**src/verilog/pdt_pkg.sv**
```systemverilog
// shared constants and carrier types for the pwm update and dead-time block
package pdt_pkg;

    // register byte offsets on the apb bus
    localparam logic [7:0] PDT_OFF_CTRL2 = 8'h00;
    localparam logic [7:0] PDT_OFF_DTCON1 = 8'h04;
    localparam logic [7:0] PDT_OFF_DUTY_BUF = 8'h08;
    localparam logic [7:0] PDT_OFF_DUTY_ACT = 8'h0c;
    localparam logic [7:0] PDT_OFF_PER_BUF = 8'h10;
    localparam logic [7:0] PDT_OFF_PER_ACT = 8'h14;
    localparam logic [7:0] PDT_OFF_OVR_BUF = 8'h18;
    localparam logic [7:0] PDT_OFF_OVR_ACT = 8'h1c;

    // pwm_control_2 field positions
    localparam int PDT_CTRL2_W = 3;
    localparam int PDT_BIT_BUFFER_UPDATE_DISABLE = 0;
    localparam int PDT_BIT_OVERRIDE_SYNC_SELECT = 1;
    localparam int PDT_BIT_IUE = 2;

    // dead_time_control_1 field positions
    localparam int PDT_DTA_CNT_LSB = 0;
    localparam int PDT_DTA_PS_LSB = 6;
    localparam int PDT_DTB_CNT_LSB = 8;
    localparam int PDT_DTB_PS_LSB = 14;
    localparam int PDT_DT_CNT_W = 6;
    localparam int PDT_DT_PS_W = 2;

    // widths
    localparam int PDT_REG_W = 16;
    localparam int PDT_OVR_W = 8;
    localparam int PDT_OVR_EN_LSB = 4;
    localparam int PDT_PAIRS = 2;
    localparam int PDT_PS_CNT_W = 3;

    // reset values
    localparam logic [2:0] PDT_CTRL2_RST = 3'h0;
    localparam logic [15:0] PDT_DTCON1_RST = 16'h0000;
    localparam logic [15:0] PDT_DUTY_RST = 16'h0000;
    localparam logic [15:0] PDT_PER_RST = 16'h0000;
    localparam logic [7:0] PDT_OVR_RST = 8'h00;

    // configuration of one dead-time unit
    typedef struct packed {
        logic [1:0] prescale;
        logic [5:0] count;
    } pdt_dt_cfg_s;

endpackage

```
**src/verilog/pdt_pwm_update.sv**
```systemverilog
// pwm update control, output override timing and dead-time configuration
`timescale 1ns/10ps
module pdt_pwm_update
    import pdt_pkg::*;
(
    input wire logic pclk,
    input wire logic presetn,
    input wire logic psel,
    input wire logic penable,
    input wire logic pwrite,
    input wire logic [7:0] paddr,
    input wire logic [31:0] pwdata,
    output logic [31:0] prdata,
    output logic pready,
    output logic pslverr,
    input wire logic tb_boundary,
    input wire logic [1:0] pwm_raw,
    output logic [15:0] duty_active,
    output logic [15:0] period_active,
    output logic [1:0] pwm_h,
    output logic [1:0] pwm_l
);

    typedef struct packed {
        logic [2:0] ctrl2;
        logic [15:0] dtcon1;
        logic [15:0] duty_buf;
        logic [15:0] duty_act;
        logic [15:0] per_buf;
        logic [15:0] per_act;
        logic [7:0] ovr_buf;
        logic [7:0] ovr_act;
        logic [1:0] pin_h;
        logic [1:0] pin_l;
        logic pready;
        logic pslverr;
        logic [31:0] prdata;
    } pdt_state_s;

    pdt_state_s st_r;
    pdt_state_s st_nxt;

    logic setup;
    logic access;
    logic wr;
    logic mapped;
    logic wr_ctrl2;
    logic wr_dtcon1;
    logic wr_duty;
    logic wr_per;
    logic wr_ovr;
    logic immediate_duty_update;
    logic override_sync_select;
    logic buffer_update_disable;
    logic [31:0] rd_val;
    logic [1:0] dt_h;
    logic [1:0] dt_l;
    pdt_dt_cfg_s cfg_a;
    pdt_dt_cfg_s cfg_b;
    pdt_dt_cfg_s [1:0] cfg;

    assign immediate_duty_update = st_r.ctrl2[PDT_BIT_IUE];
    assign override_sync_select = st_r.ctrl2[PDT_BIT_OVERRIDE_SYNC_SELECT];
    assign buffer_update_disable = st_r.ctrl2[PDT_BIT_BUFFER_UPDATE_DISABLE];

    // field split of the dead-time register
    assign cfg_a.prescale =
        st_r.dtcon1[PDT_DTA_PS_LSB +: PDT_DT_PS_W];
    assign cfg_a.count =
        st_r.dtcon1[PDT_DTA_CNT_LSB +: PDT_DT_CNT_W];
    assign cfg_b.prescale =
        st_r.dtcon1[PDT_DTB_PS_LSB +: PDT_DT_PS_W];
    assign cfg_b.count =
        st_r.dtcon1[PDT_DTB_CNT_LSB +: PDT_DT_CNT_W];
    assign cfg[0] = cfg_a;
    assign cfg[1] = cfg_b;

    // unit a serves pair 0, unit b serves pair 1
    genvar gi;
    generate
        for (gi = 0; gi < PDT_PAIRS; gi++) begin : g_dt
            pdt_dt_unit u_dt (
                .pclk(pclk),
                .presetn(presetn),
                .raw(pwm_raw[gi]),
                .cfg(cfg[gi]),
                .out_h(dt_h[gi]),
                .out_l(dt_l[gi])
            );
        end
    endgenerate

    // apb decode; the read value is captured in the setup cycle
    always_comb begin
        setup = psel && !penable;
        access = psel && penable && st_r.pready;
        wr = access && pwrite;
        wr_ctrl2 = wr && (paddr == PDT_OFF_CTRL2);
        wr_dtcon1 = wr && (paddr == PDT_OFF_DTCON1);
        wr_duty = wr && (paddr == PDT_OFF_DUTY_BUF);
        wr_per = wr && (paddr == PDT_OFF_PER_BUF);
        wr_ovr = wr && (paddr == PDT_OFF_OVR_BUF);
        mapped = 1'b1;
        rd_val = 32'h0000_0000;
        case (paddr)
            PDT_OFF_CTRL2: begin
                rd_val = {29'h0, st_r.ctrl2};
            end
            PDT_OFF_DTCON1: begin
                rd_val = {16'h0, st_r.dtcon1};
            end
            PDT_OFF_DUTY_BUF: begin
                rd_val = {16'h0, st_r.duty_buf};
            end
            PDT_OFF_DUTY_ACT: begin
                rd_val = {16'h0, st_r.duty_act};
            end
            PDT_OFF_PER_BUF: begin
                rd_val = {16'h0, st_r.per_buf};
            end
            PDT_OFF_PER_ACT: begin
                rd_val = {16'h0, st_r.per_act};
            end
            PDT_OFF_OVR_BUF: begin
                rd_val = {24'h0, st_r.ovr_buf};
            end
            PDT_OFF_OVR_ACT: begin
                rd_val = {24'h0, st_r.ovr_act};
            end
            default: begin
                mapped = 1'b0;
                rd_val = 32'h0000_0000;
            end
        endcase
    end

    // next-state logic for registers, transfers and pins
    always_comb begin
        st_nxt = st_r;

        // zero wait states: ready rises for the single access cycle
        st_nxt.pready = setup;
        if (setup) begin
            st_nxt.prdata = pwrite ? 32'h0000_0000 : rd_val;
            st_nxt.pslverr = !mapped;
        end else if (access) begin
            st_nxt.pslverr = 1'b0;
        end

        // software writes to the control and buffer registers
        if (wr_ctrl2) begin
            st_nxt.ctrl2 = pwdata[PDT_CTRL2_W-1:0];
        end
        if (wr_dtcon1) begin
            st_nxt.dtcon1 = pwdata[PDT_REG_W-1:0];
        end
        if (wr_duty) begin
            st_nxt.duty_buf = pwdata[PDT_REG_W-1:0];
        end
        if (wr_per) begin
            st_nxt.per_buf = pwdata[PDT_REG_W-1:0];
        end
        if (wr_ovr) begin
            st_nxt.ovr_buf = pwdata[PDT_OVR_W-1:0];
        end

        // boundary transfers; a write in the same cycle stays pending
        if (tb_boundary && !buffer_update_disable) begin
            st_nxt.per_act = st_r.per_buf;
            if (!immediate_duty_update) begin
                st_nxt.duty_act = st_r.duty_buf;
            end
        end

        // immediate mode bypasses the buffer, still obeying the freeze
        if (immediate_duty_update && !buffer_update_disable && wr_duty) begin
            st_nxt.duty_act = pwdata[PDT_REG_W-1:0];
        end

        // override timing
        if (override_sync_select) begin
            if (tb_boundary) begin
                st_nxt.ovr_act = st_r.ovr_buf;
            end
        end else if (wr_ovr) begin
            st_nxt.ovr_act = pwdata[PDT_OVR_W-1:0];
        end else begin
            st_nxt.ovr_act = st_r.ovr_buf;
        end

        // pin layout in the override: l0, h0, l1, h1 from bit 0 up
        for (int i = 0; i < PDT_PAIRS; i++) begin
            if (st_r.ovr_act[PDT_OVR_EN_LSB + 2*i]) begin
                st_nxt.pin_l[i] = st_r.ovr_act[2*i];
            end else begin
                st_nxt.pin_l[i] = dt_l[i];
            end
            if (st_r.ovr_act[PDT_OVR_EN_LSB + 2*i + 1]) begin
                st_nxt.pin_h[i] = st_r.ovr_act[2*i + 1];
            end else begin
                st_nxt.pin_h[i] = dt_h[i];
            end
        end
    end

    always_ff @(posedge pclk or negedge presetn) begin
        if (!presetn) begin
            st_r.ctrl2 <= PDT_CTRL2_RST;
            st_r.dtcon1 <= PDT_DTCON1_RST;
            st_r.duty_buf <= PDT_DUTY_RST;
            st_r.duty_act <= PDT_DUTY_RST;
            st_r.per_buf <= PDT_PER_RST;
            st_r.per_act <= PDT_PER_RST;
            st_r.ovr_buf <= PDT_OVR_RST;
            st_r.ovr_act <= PDT_OVR_RST;
            st_r.pin_h <= 2'h0;
            st_r.pin_l <= 2'h0;
            st_r.pready <= 1'b0;
            st_r.pslverr <= 1'b0;
            st_r.prdata <= 32'h0000_0000;
        end else begin
            st_r <= st_nxt;
        end
    end

    assign prdata = st_r.prdata;
    assign pready = st_r.pready;
    assign pslverr = st_r.pslverr;
    assign duty_active = st_r.duty_act;
    assign period_active = st_r.per_act;
    assign pwm_h = st_r.pin_h;
    assign pwm_l = st_r.pin_l;

    apb_ready_a: assert property (@(posedge pclk) disable iff (!presetn)
        psel && !penable |=> pready ##1 !pready)
        else $error("ready not a single cycle after setup");

    imm_duty_a: assert property (@(posedge pclk)
        disable iff (!presetn)
        wr_duty && immediate_duty_update && !buffer_update_disable |=> duty_active == $past(pwdata[15:0]))
        else $error("immediate duty write not applied");

    sync_duty_a: assert property (@(posedge pclk)
        disable iff (!presetn)
        $changed(duty_active) && !$past(immediate_duty_update) |-> $past(tb_boundary))
        else $error("duty changed away from a boundary");

    ovr_sync_a: assert property (@(posedge pclk)
        disable iff (!presetn)
        $changed(st_r.ovr_act) && $past(override_sync_select) |-> $past(tb_boundary))
        else $error("synchronised override changed off boundary");

    ovr_next_a: assert property (@(posedge pclk)
        disable iff (!presetn)
        wr_ovr && !override_sync_select |=> st_r.ovr_act == $past(pwdata[7:0]))
        else $error("override not applied on next cycle");

    upd_dis_a: assert property (@(posedge pclk)
        disable iff (!presetn)
        $past(buffer_update_disable) |-> $stable(period_active) && $stable(duty_active))
        else $error("active value moved while updates disabled");

    rsv_zero_a: assert property (@(posedge pclk)
        disable iff (!presetn)
        access && !pwrite && paddr == PDT_OFF_CTRL2 |-> prdata[31:3] == 29'h0)
        else $error("unimplemented control bits read nonzero");

    dt_write_a: assert property (@(posedge pclk)
        disable iff (!presetn)
        wr_dtcon1 |=> cfg_b.count == $past(pwdata[13:8])
            && cfg_a.prescale == $past(pwdata[7:6]))
        else $error("dead-time fields not stored");

    dt_read_a: assert property (@(posedge pclk)
        disable iff (!presetn)
        access && !pwrite && paddr == PDT_OFF_DTCON1
            |-> prdata[15:0] == st_r.dtcon1)
        else $error("dead-time register read mismatch");

    per_load_a: assert property (@(posedge pclk)
        disable iff (!presetn)
        tb_boundary && !buffer_update_disable |=> period_active == $past(st_r.per_buf))
        else $error("period buffer not moved at the boundary");

    duty_load_a: assert property (@(posedge pclk)
        disable iff (!presetn)
        tb_boundary && !buffer_update_disable && !immediate_duty_update |=> duty_active == $past(st_r.duty_buf))
        else $error("duty buffer not moved at the boundary");

    imm_block_a: assert property (@(posedge pclk)
        disable iff (!presetn)
        wr_duty && buffer_update_disable |=> $stable(duty_active))
        else $error("duty write went active while frozen");

    imm_skip_a: assert property (@(posedge pclk)
        disable iff (!presetn)
        tb_boundary && immediate_duty_update && !wr_duty |=> $stable(duty_active))
        else $error("boundary reloaded duty in immediate mode");

    ovr_load_a: assert property (@(posedge pclk)
        disable iff (!presetn)
        override_sync_select && tb_boundary |=> st_r.ovr_act == $past(st_r.ovr_buf))
        else $error("synchronised override not loaded at boundary");

    ovr_follow_a: assert property (@(posedge pclk)
        disable iff (!presetn)
        !override_sync_select && !wr_ovr |=> st_r.ovr_act == $past(st_r.ovr_buf))
        else $error("unsynchronised override lags its buffer");

    ctrl_store_a: assert property (@(posedge pclk)
        disable iff (!presetn)
        wr_ctrl2 |=> st_r.ctrl2 == $past(pwdata[2:0]))
        else $error("control bits not stored");

    dt_store_a: assert property (@(posedge pclk)
        disable iff (!presetn)
        wr_dtcon1 |=> cfg_a.count == $past(pwdata[5:0])
            && cfg_b.prescale == $past(pwdata[15:14]))
        else $error("dead-time count or prescale not stored");

    bad_addr_a: assert property (@(posedge pclk) disable iff (!presetn)
        setup && !mapped |=> pslverr && prdata == 32'h0000_0000)
        else $error("unmapped access not flagged");

    pin_ovr_a: assert property (@(posedge pclk)
        disable iff (!presetn)
        st_r.ovr_act[PDT_OVR_EN_LSB] |=> pwm_l[0] == $past(st_r.ovr_act[0]))
        else $error("overridden pin does not follow override");

    pin_dt_a: assert property (@(posedge pclk)
        disable iff (!presetn)
        !st_r.ovr_act[PDT_OVR_EN_LSB + 1] |=> pwm_h[0] == $past(dt_h[0]))
        else $error("free pin does not follow dead-time unit");

endmodule

```
**src/verilog/pdt_presc.sv**
```systemverilog
// prescaler giving a tick every 1, 2, 4 or 8 clock cycles
`timescale 1ns/10ps
module pdt_presc
    import pdt_pkg::*;
(
    input wire logic pclk,
    input wire logic presetn,
    input wire logic clear,
    input wire logic [1:0] code,
    output logic tick
);

    typedef struct packed {
        logic [2:0] cnt;
    } pdt_presc_state_s;

    pdt_presc_state_s st_r;
    pdt_presc_state_s st_nxt;
    logic [2:0] lim;

    // period is 2**code cycles, so the last count is 2**code - 1
    always_comb begin
        lim = 3'(({3'h0, 1'b1} << code) - 4'h1);
        tick = !clear && (st_r.cnt == lim);
        st_nxt = st_r;
        if (clear || tick) begin
            st_nxt.cnt = 3'h0;
        end else begin
            st_nxt.cnt = st_r.cnt + 3'h1;
        end
    end

    always_ff @(posedge pclk or negedge presetn) begin
        if (!presetn) begin
            st_r <= '{cnt: 3'h0};
        end else begin
            st_r <= st_nxt;
        end
    end

    tick_space_a: assert property (@(posedge pclk)
        disable iff (!presetn)
        tick && code == 2'h3 |=> (!tick || code != 2'h3)[*7])
        else $error("prescale tick came early for code 3");

endmodule

```
**src/verilog/pdt_dt_unit.sv**
```systemverilog
// one dead-time unit driving a complementary output pair
`timescale 1ns/10ps
module pdt_dt_unit
    import pdt_pkg::*;
(
    input wire logic pclk,
    input wire logic presetn,
    input wire logic raw,
    input wire pdt_dt_cfg_s cfg,
    output logic out_h,
    output logic out_l
);

    typedef struct packed {
        logic prev;
        logic h;
        logic l;
        logic busy;
        logic [5:0] cnt;
    } pdt_dt_state_s;

    pdt_dt_state_s st_r;
    pdt_dt_state_s st_nxt;
    logic clr;
    logic tick;

    pdt_presc u_presc (
        .pclk(pclk),
        .presetn(presetn),
        .clear(clr),
        .code(cfg.prescale),
        .tick(tick)
    );

    // any edge of the raw signal drops both sides, then waits out the gap
    always_comb begin
        st_nxt = st_r;
        clr = 1'b0;
        if (raw != st_r.prev) begin
            st_nxt.prev = raw;
            st_nxt.h = 1'b0;
            st_nxt.l = 1'b0;
            st_nxt.cnt = cfg.count;
            st_nxt.busy = 1'b1;
            clr = 1'b1;
        end else if (st_r.busy) begin
            if (st_r.cnt == 6'h00) begin
                st_nxt.busy = 1'b0;
                st_nxt.h = st_r.prev;
                st_nxt.l = !st_r.prev;
            end else if (tick) begin
                st_nxt.cnt = st_r.cnt - 6'h01;
            end
        end
    end

    always_ff @(posedge pclk or negedge presetn) begin
        if (!presetn) begin
            st_r <= '{prev: 1'b0, h: 1'b0, l: 1'b0, busy: 1'b1, cnt: 6'h00};
        end else begin
            st_r <= st_nxt;
        end
    end

    assign out_h = st_r.h;
    assign out_l = st_r.l;

    no_overlap_a: assert property (@(posedge pclk)
        disable iff (!presetn)
        !(st_r.h && st_r.l))
        else $error("both sides of the pair active together");

    gap_before_a: assert property (@(posedge pclk)
        disable iff (!presetn)
        $rose(st_r.h) || $rose(st_r.l) |-> $past(!st_r.h && !st_r.l))
        else $error("output asserted without a dead gap");

endmodule

```
**config.mk**
```make
export PLATFORM = sky130hd
export DESIGN_NAME = pdt_pwm_update
export DESIGN_NICKNAME = d
export VERILOG_FILES = /design/src/verilog/pdt_pkg.sv /design/src/verilog/pdt_pwm_update.sv /design/src/verilog/pdt_presc.sv /design/src/verilog/pdt_dt_unit.sv
export SDC_FILE = /design/constraint.sdc
export NUM_CORES = 1
export LEC_CHECK = 0
export ABC_AREA = 1
export CAP_MARGIN = 20
export CORE_UTILIZATION = 40
export CTS_CLUSTER_DIAMETER = 30
export DETAILED_ROUTE_END_ITERATION = 7
export DONT_BUFFER_PORTS = 1
export PLACE_DENSITY = 0.58
export RECOVER_POWER = 25
export SETUP_SLACK_MARGIN = 0.02
export SYNTH_ARGS = -nofsm -noshare
export SYNTH_HDL_FRONTEND = slang
export SYNTH_SLANG_ARGS = --single-unit
```
**constraint.sdc**
```tcl
create_clock -name pclk -period 4.7 [get_ports pclk]
set_clock_uncertainty 0.15 [all_clocks]
set_input_delay 0.94 -clock pclk [delete_from_list [all_inputs] [get_ports pclk]]
set_output_delay 0.94 -clock pclk [all_outputs]
set_load 0.02 [all_outputs]
```
==> metrics.txt, run 1 <==
share of cells above drive strength 1=7.996%; Root Driver=clkbuf_16; fin worst setup slack=2.043 ns; pwr dens=393.4 nW/um^2; detailed-router iteration count before antenna repair=4; number of slew-limit violations in the final report=0; Worst EP required=4.84 ns; Tot GR Track Use=20.54%; r2r worst-path depth=4; minimum clock period=2.657 ns; max incr delay on CP=0.43 ns; DR WL/cell=16.28 um; post-synth top area share=46.36%; Cell Area, Synth=7828 um^2; DP HPWL=13,080 um; Post-DP Area=7550 um^2; switching portion of total power=26.95%; Critical R2R Capture=cfg[11]$_DFFE_PN0P_; Post-CTS Hold Fix Bufs=0; CP top delay family=simple AND/OR/NAND/NOR gates; # IOs=118; Netlist cell types=36; worst vdd ir=0.0002150 V; adder-cell share of the synthesized area=0.6394%; post-synthesis compound-gate area fraction=7.401%; NetSw=0.8641 mW; total grt overflow=0; Total Neg Setup Slack=0 ns; Seq pwr share=44.3%; CP Buf/Inv Count=3; Die ar.=20,130 um^2; Critical Path Sink Type=flop; setup slack, reg-to-reg=2.68 ns; via/cell ratio=5.014; largest family of logic cells by synthesized area=simple AND/OR/NAND/NOR gates; Tcrit/Tclk final=56.53%; crit-path max FO=48; Synth Area in XOR/XNOR=1.551%; critical path class=in -> reg; status=complete, no violations; largest area contributor in the netlist=dfrtp_1; Residual DRC=0; Max clock buf depth=2; Gate power share=12.0%; largest net degree at the start of global routing=148; mux cell area share after synthesis=0%; actual slew at the worst max-slew pin=0.8550 ns; drt total wl=19,500 um; I/O Buffers=0; commonest non-fill, non-tap cell in the layout=nand2_1; RR Startpoint=pready$_DFF_PN0_; simple-gate share of the synthesized area=30.16%; commonest non-fill, non-tap cells in the layout=nand2_1 (291), nand3_1 (169), dfrtp_1 (145); crit path cell chain=nor2_1, nand2_1, inv_2, buf_4, nand2_4, nor2_8, inv_2, nand2_1, o21ai_1; Die W=141.9 um; area grow syn2layout=4.124%; Antenna Cells=0; Seq/Total Area, Yosys=47.03%; row cnt=50; pre-CTS WS=1.647 ns; number of global-route vias before repair=5,540; syn avg cell area=7.899 um^2; Critical Path Start Type=input pin; Slew headroom=42.57%; post-route cell area=8150 um^2; RSZ-0062 raised after global routing=false; FF+latch count, synth=147; Slowest-stage cell, CP=buf_4; vias post-DR=6,007; Starting Density=41.29%; CTS Sinks=147; Fin. Hold Viols=0; top cells by area, synth=dfrtp_1 (46%), nand2_1 (14%), nand3_1 (11%); initial antenna violation count=0; worst-skew pair later-pin latency=0.42 ns; CTS buffer count=17; Layout Nets=978; Max-Cap Viols=0; Warnings, synthesis=0; clock slew at reported path FFs=0.06 ns; P_int=2.342 mW; worst min-delay path class=in -> async; H-Tree Depth=4; Setup Fix Bufs, Post-CTS=0; Finished Core Util=43.00%; Routed Antenna Nets=0; FILL cells=1,941; Leakage=4.124 nW; Worst Path Arrival=2.80 ns; CTS tree=yes; FMAX=376.4 MHz; Iteration-0 DRC Markers=446; clock group share of total power=43.7%; routability cong.=0.7876; Die Ht=141.9 um; Setup violations, final=0; Post-Syn Instances=991; Post-CTS Resized=0; first-pass GRT wire length=31,390 um; core area=18,960 um^2
## metrics by stage
step           total power [mW]  hold slack [ns]  std cells
6_report                  3.206          0.06464       1198
5_1_grt                   3.359          0.04499       1198
4_1_cts                   3.237          0.04336       1198
3_5_place_dp              1.832           0.3112       1167
3_3_place_gp              1.825           0.3063       1166
2_1_floorplan             1.772           0.2919       1006
## power groups by stage
stage / clock network (mW) / registers, mW / logic [mW]
6_report: 1.40 / 1.42 / 0.386
3_5_place_dp: 0 / 1.44 / 0.388
5_1_grt: 1.48 / 1.43 / 0.449
4_1_cts: 1.42 / 1.42 / 0.391
3_3_place_gp: 0 / 1.45 / 0.380
2_1_floorplan: 0 / 1.41 / 0.362
## sequential cells by signal (all words and copies together) (netlist names)
| signal | flops |
|---|---|
| prdata | 16 |
| g_dt.u_dt.u_presc.st_r | 6 |
| g_dt.u_dt.out_l | 2 |
| buffer_update_disable | 1 |
| cfg | 16 |
| pslverr | 1 |
| duty_active | 16 |
| g_dt.u_dt.out_h | 2 |
| override_sync_select | 1 |
| immediate_duty_update | 1 |
| g_dt.u_dt.st_r | 16 |
| pwm_l | 2 |
| st_r | 48 |
| period_active | 16 |
| pwm_h | 2 |
| pready | 1 |
## cell usage after synthesis, drive strengths merged
cell type and instances:
o31ai 1, xnor2 5, clkbuf 11, conb 1
o21a 1, o22ai 1, nand2 299, nand4 3
inv 79, o21ai 109, dfstp 2, dfrtp 145
buf 96, a21oi 1, clkinv 1, nand3 172
nor2 50, nor4 1, or2 1, xor2 8
ha 4
## worst reg2reg max path, stage by stage, from the launching register on
cell	delay, ns
dfrtp_1	0.51
nand4_4	0.19
clkinv_2	0.14
nand3_2	0.50
o21ai_0	0.42
## how the worst max path moves through the flow
stage | from | endpoint | slack (ns) | cells after the start
5_1_grt | paddr[7] | st_r[109]$_DFFE_PN0N_ | 1.89 | 9
2_1_floorplan | paddr[0] | duty_active[10]$_DFFE_PN0P_ | 2.59 | 9
6_report | paddr[7] | st_r[110]$_DFFE_PN0N_ | 2.04 | 9
4_1_cts | paddr[7] | st_r[110]$_DFFE_PN0N_ | 2.10 | 9
3_3_place_gp | paddr[7] | st_r[110]$_DFFE_PN0N_ | 1.66 | 9
3_5_place_dp | paddr[7] | st_r[110]$_DFFE_PN0N_ | 1.65 | 9
## area by class of cell
type	instances	area (um^2)	area share, %
clock buffers	20	466.7	5.726
well taps	260	325.3	3.991
multi-input cells	672	3172	38.92
repair buffers	8	67.56	0.8290
inverters	80	304.0	3.730
flip-flops and latches	147	3681	45.16
clock inverters	11	133.9	1.643
## routing by layer
| metal | vias to the layer above | routed length, um | track usage [%] |
|---|---|---|---|
| met4 | 0 | 270 | 6.338 |
| li1 | 2977 | - | - |
| met3 | 22 | 1283 | 5.164 |
| met2 | 182 | 8622 | 30.28 |
| met1 | 2826 | 9324 | 29.46 |
| met5 | - | 0 | 0 |
## cells by family (layout without fill, tap and decap cells)
kind of cell	count (synthesis)	after routing
buffers and inverters	187	119
flip-flops	147	147
other	1	16
XOR/XNOR	13	13
AO/OA/AOI/OAI	113	113
adder cells (fa/ha/maj)	4	4
AND/OR/NAND/NOR	526	526
Power figures use the tool's default switching activity.
==> inputs of run 2 (changes only) <==
--- a/config.mk
+++ b/config.mk
@@ -11,7 +11,7 @@
 export CTS_CLUSTER_DIAMETER = 30
 export DETAILED_ROUTE_END_ITERATION = 7
 export DONT_BUFFER_PORTS = 1
-export PLACE_DENSITY = 0.58
+export PLACE_DENSITY = 0.6
 export RECOVER_POWER = 25
 export SETUP_SLACK_MARGIN = 0.02
 export SYNTH_ARGS = -nofsm -noshare
==> constraint.sdc (replaced) <==
create_clock -name pclk -period 2.2 [get_ports pclk]
set_clock_uncertainty 0.15 [all_clocks]
set_input_delay 0.44 -clock pclk [delete_from_list [all_inputs] [get_ports pclk]]
set_output_delay 0.44 -clock pclk [all_outputs]
set_load 0.02 [all_outputs]
==> run 2 against run 1 <==
Compared with the run above:
- the run now ends with negative hold slack left
- die area unchanged
- design area increased by 1.3%
- routed wire length is 1.1% lower
- clock power up 100%
- register-to-register slack worse by 2.3 ns
- power up 110%
- global-route usage shrank 0.29 points
- count of clock-buffer cells in the layout up 1
- largest power group unchanged
- sequential power up 110%
- setup slack worse by 1.6 ns
- via count increased by 1.4%
- non-clock buffer count up 13
- highest routed layer unchanged
==> metrics.txt, run 2 (same netlist as run 1, synthesis figures left out) <==
Starting Density=41.29%; largest net degree at the start of global routing=148; worst min-delay path class=in -> async; Die Ht=141.9 um; RR Startpoint=buffer_update_disable$_DFFE_PN0P_; DP HPWL=13,320 um; clock group share of total power=41.9%; worst vdd ir=0.0004789 V; Worst EP required=2.35 ns; Post-CTS Hold Fix Bufs=6; Tot GR Track Use=20.25%; status=finished, violations left; first-pass GRT wire length=31,250 um; Worst Path Arrival=1.92 ns; actual slew at the worst max-slew pin=0.5116 ns; I/O Buffers=0; FILL cells=1,926; Layout Nets=991; total grt overflow=0; failing checks=negative hold slack; Slew headroom=65.64%; drt total wl=19,290 um; Routed Antenna Nets=0; RSZ-0062 raised after global routing=false; max incr delay on CP=0.47 ns; number of global-route vias before repair=5,655; Critical Path Sink Type=flop; crit-path max FO=25; P_int=4.809 mW; routability cong.=0.7920; Die ar.=20,130 um^2; Largest register FFs=48; Antenna Cells=0; Reg with most FFs=st_r; # IOs=118; CTS buffer count=17; Total Neg Setup Slack=0 ns; commonest non-fill, non-tap cells in the layout=nand2_1 (291), nand3_1 (169), dfrtp_1 (145); number of slew-limit violations in the final report=0; FMAX=563.1 MHz; worst-skew pair later-pin latency=0.43 ns; share of cells above drive strength 1=8.613%; DR WL/cell=15.92 um; Seq pwr share=45.4%; Fin. Hold Viols=147; Residual DRC=0; Slowest-stage cell, CP=dfrtp_1; Gate power share=12.7%; minimum clock period=1.776 ns; Max-Cap Viols=0; core area=18,960 um^2; switching portion of total power=28.12%; initial antenna violation count=0; commonest non-fill, non-tap cell in the layout=nand2_1; Worst Setup SP=buffer_update_disable$_DFFE_PN0P_; Critical Path Start Type=flop; crit path cell chain=nor2_8, inv_4, nor2_8, inv_2, nand3_1, nand3_1; Root Driver=clkbuf_16; pwr dens=810.5 nW/um^2; Setup violations, final=0; row cnt=50; clock slew at reported path FFs=0.06 ns; NetSw=1.881 mW; CTS Sinks=147; detailed-router iteration count before antenna repair=7; Die W=141.9 um; via/cell ratio=5.028; final hold slack=-0.4334 ns; Finished Core Util=43.54%; Setup Fix Bufs, Post-CTS=0; critical path class=reg -> reg; CP Buf/Inv Count=2; Max clock buf depth=2; Iteration-0 DRC Markers=436; Tcrit/Tclk final=80.72%; H-Tree Depth=4; Post-CTS Resized=0; CTS tree=yes; vias post-DR=6,094; Leakage=4.148 nW; CP top delay family=simple AND/OR/NAND/NOR gates; area grow syn2layout=5.451%
[run 2: cell count changes in the layout (fill, tap and decap cells not counted), sizes merged]
cell	previous run	this run
dlygate4sd3	0	6
clkinvlp	0	5
buf	8	15
clkbuf	20	21
bufinv	3	1
clkinv	9	5
inv	79	80
[run 2: metrics by stage]
stage,hold WS (ns),total power [mW],setup slack (ns),std cells,cell area [um^2]
2_1_floorplan,-0.005591,3.786,0.5939,1006,7884
3_3_place_gp,0.0005593,3.899,0.3432,1174,7620
3_5_place_dp,-0.001411,3.925,0.3213,1174,7620
4_1_cts,-0.4595,6.751,0.4314,1212,8254
5_1_grt,-0.4549,7.008,0.2942,1212,8254
6_report,-0.4334,6.690,0.4243,1212,8254
[run 2: final timing paths]
check,end,slack [ns],cells after the start
setup / recovery,duty_active[9]$_DFFE_PN0P_,0.42,6
hold / removal,g_dt[0].u_dt.st_r[9]$_DFFE_PN0N_,-0.43,0
setup reg to reg,duty_active[9]$_DFFE_PN0P_,0.42,6
hold reg to reg,g_dt[1].u_dt.u_presc.st_r[0]$_DFF_PN0_,0.32,1
max in group asynchronous,g_dt[1].u_dt.st_r[6]$_DFF_PN1_,2.02,0
min in group pclk,duty_active[3]$_DFFE_PN0P_,0.03,2
[run 2: layout make-up]
type | count | area (um^2) | share of cell area [%]
flip-flops and latches | 147 | 3681 | 44.60
multi-input cells | 672 | 3172 | 38.43
clock buffers | 21 | 470.5 | 5.700
well taps | 260 | 325.3 | 3.941
inverters | 80 | 304.0 | 3.683
repair buffers | 21 | 197.7 | 2.395
clock inverters | 11 | 103.9 | 1.258
[run 2: power by group through the flow]
stage	combinational [mW]	sequential [mW]	clock, mW
floorplan	0.774	3.01	0
global placement	0.812	3.09	0
detailed placement	0.837	3.09	0
CTS	0.852	3.04	2.86
global route	0.977	3.06	2.97
finish	0.849	3.04	2.80
[run 2: layer usage]
layer  wire [um]  track usage, %  part of all wire, %
met1        9051           28.91                   47
met5           0               0                    0
met3        1212           4.117                  6.3
met2        8679           30.44                   45
met4         349           7.018                  1.8
==> inputs of run 3 (changes only) <==
==> constraint.sdc (replaced) <==
create_clock -name pclk -period 1.5 [get_ports pclk]
set_clock_uncertainty 0.15 [all_clocks]
set_input_delay 0.3 -clock pclk [delete_from_list [all_inputs] [get_ports pclk]]
set_output_delay 0.3 -clock pclk [all_outputs]
set_load 0.02 [all_outputs]
==> run 3 against run 2 <==
Compared with the run above:
- the flow still finishes with violations (negative hold slack)
- clock power rose by 45%
- register-to-register slack worse by 0.38 ns
- die area is the same
- hold slack worse by 0.14 ns
- core utilization rose by 4.6 points
- combinational power rose by 140%
- non-clock buffer count grew 66
- design area increased by 11%
- sequential power rose by 47%
- global-route usage increased by 0.74 points
- count of clock-buffer cells in the layout down 1
- critical path type is now in -> reg
==> metrics.txt, run 3 (same netlist as run 1, synthesis figures left out) <==
status=finished, violations left; failing checks=negative hold slack; Worst Path Arrival=1.68 ns; pre-CTS WS=-0.1266 ns; Placed Cells=1,218; r2r worst-path depth=7; Max-Cap Viols=0; I/O Buffers=0; commonest non-fill, non-tap cells in the layout=nand2_1 (276), nand3_1 (165), dfrtp_1 (143); Layout Nets=1,058; setup slack, reg-to-reg=0.04 ns; worst min-delay path class=in -> async; FILL cells=1,848; H-Tree Depth=4; total grt overflow=0; Reg with most FFs=st_r; Antenna Cells=0; Largest register FFs=48; Die Ht=141.9 um; critical path class=in -> reg; max incr delay on CP=0.55 ns; first-pass GRT wire length=32,400 um; Critical Path Sink Type=flop; fin worst setup slack=0.03939 ns; Starting Density=41.29%; Root Driver=clkbuf_16; CTS buffer count=17; core area=18,960 um^2; Iteration-0 DRC Markers=491; via/cell ratio=5.013; Critical Path Start Type=input pin; Die ar.=20,130 um^2; pwr dens=1157 nW/um^2; Die W=141.9 um; DR WL/cell=15.73 um; Routed Antenna Nets=0; Tot GR Track Use=20.99%; worst vdd ir=0.0005896 V; final hold slack=-0.5733 ns; FMAX=684.6 MHz; routability cong.=0.8112; worst-skew pair later-pin latency=0.42 ns; Critical R2R Capture=g_dt[0].u_dt.st_r[5]$_DFFE_PN0P_; CTS Sinks=147; Leakage=4.582 nW; # IOs=118; vias post-DR=6,412; number of global-route vias before repair=6,008; Total Neg Setup Slack=0 ns; Max clock buf depth=2; Finished Core Util=48.17%; area grow syn2layout=16.66%; number of slew-limit violations in the final report=0; minimum clock period=1.461 ns; RSZ-0062 raised after global routing=true; CTS tree=yes; DP HPWL=13,730 um; initial antenna violation count=0; commonest non-fill, non-tap cell in the layout=nand2_1; row cnt=50; drt total wl=20,120 um; share of cells above drive strength 1=17.08%; largest net degree at the start of global routing=148; crit-path max FO=8; Residual DRC=0; RR Startpoint=cfg[6]$_DFFE_PN0P_; clock slew at reported path FFs=0.07 ns; crit path cell chain=dlygate4sd3_1, or2_4, nand2_4, nand2_4, o21ai_0, nand2_2, nand2_2; Worst EP required=1.72 ns; detailed-router iteration count before antenna repair=5; fin cells=1,279; Fin. Hold Viols=147; Tcrit/Tclk final=97.37%; Slowest-stage cell, CP=dlygate4sd3_1; Setup violations, final=0
-- run 3: cell count changes in the layout (fill, tap and decap cells not counted), moves of 6 or more --
cell and change:
buf_4 +35, dlygate4sd3_1 +16, nand2_1 -15, buf_12 +8
nand2_4 +8, o21ai_0 -8, buf_6 +7, nand2_2 +7
inv_1 -6, o21ai_2 +6
-- run 3: cell type report --
type	count	area (um^2)	area share, %
Sequential cell	147	3684	40.34
Multi-Input combinational cell	673	3386	37.08
Timing Repair Buffer	87	859.6	9.414
Clock buffer	20	456.7	5.001
Tap cell	260	325.3	3.563
Inverter	80	312.8	3.426
Clock inverter	12	107.6	1.178
-- run 3: power breakdown --
| part | switching (mW) | internal [mW] |
|---|---|---|
| sequential | 0.243 | 4.22 |
| clock | 1.70 | 2.37 |
| combinational | 1.14 | 0.888 |
| total | 3.08 | 7.48 |
-- run 3: timing repair --
item | CTS | global route
endpoints found under the hold margin | 225 | 149
buffers inserted | 3 | 3
gates resized for setup | 24 | 54
pin swaps | 14 | 15
setup endpoints to repair | 17 | 68
cloned | 0 | 1
hold buffers | 21 | 1
-- run 3: worst max-delay path, delay by kind of cell --
kind | cells | cell delay (ns)
and+or+nand+nor | 5 | 0.62
buffers and inverters | 1 | 0.55
AOI/OAI and AO/OA | 1 | 0.21
-- run 3: how the worst max path moves through the flow --
stage,slack [ns],to,startpoint
floorplan,0.03,st_r[38]$_DFFE_PN0P_,pready$_DFF_PN0_
global placement,-0.10,g_dt[0].u_dt.st_r[3]$_DFFE_PN0P_,g_dt[0].u_dt.st_r[0]$_DFFE_PN0P_
detailed placement,-0.13,g_dt[0].u_dt.st_r[0]$_DFFE_PN0P_,g_dt[0].u_dt.st_r[0]$_DFFE_PN0P_
CTS,0.01,g_dt[0].u_dt.st_r[0]$_DFFE_PN0P_,g_dt[0].u_dt.st_r[9]$_DFFE_PN0N_
global route,-0.07,g_dt[1].u_dt.st_r[2]$_DFFE_PN0P_,cfg[15]$_DFFE_PN0P_
finish,0.04,g_dt[0].u_dt.st_r[3]$_DFFE_PN0P_,pwm_raw[0]
-- run 3: per-stage QoR --
step	power, mW	area, um^2	hold WS [ns]
2_1_floorplan	5.558	7888	-0.1456
3_3_place_gp	5.983	8054	-0.1387
3_5_place_dp	6.017	8054	-0.1379
4_1_cts	10.35	8917	-0.5965
5_1_grt	11.10	9131	-0.6026
6_report	10.56	9131	-0.5733
-- run 3: layer usage --
| layer | vias up | part of all wire, % | GRT usage [%] |
|---|---|---|---|
| li1 | 3146 | - | - |
| met5 | - | 0 | 0 |
| met2 | 217 | 47 | 32.07 |
| met3 | 17 | 6.1 | 4.421 |
| met4 | 0 | 1.2 | 7.357 |
| met1 | 3032 | 46 | 29.39 |
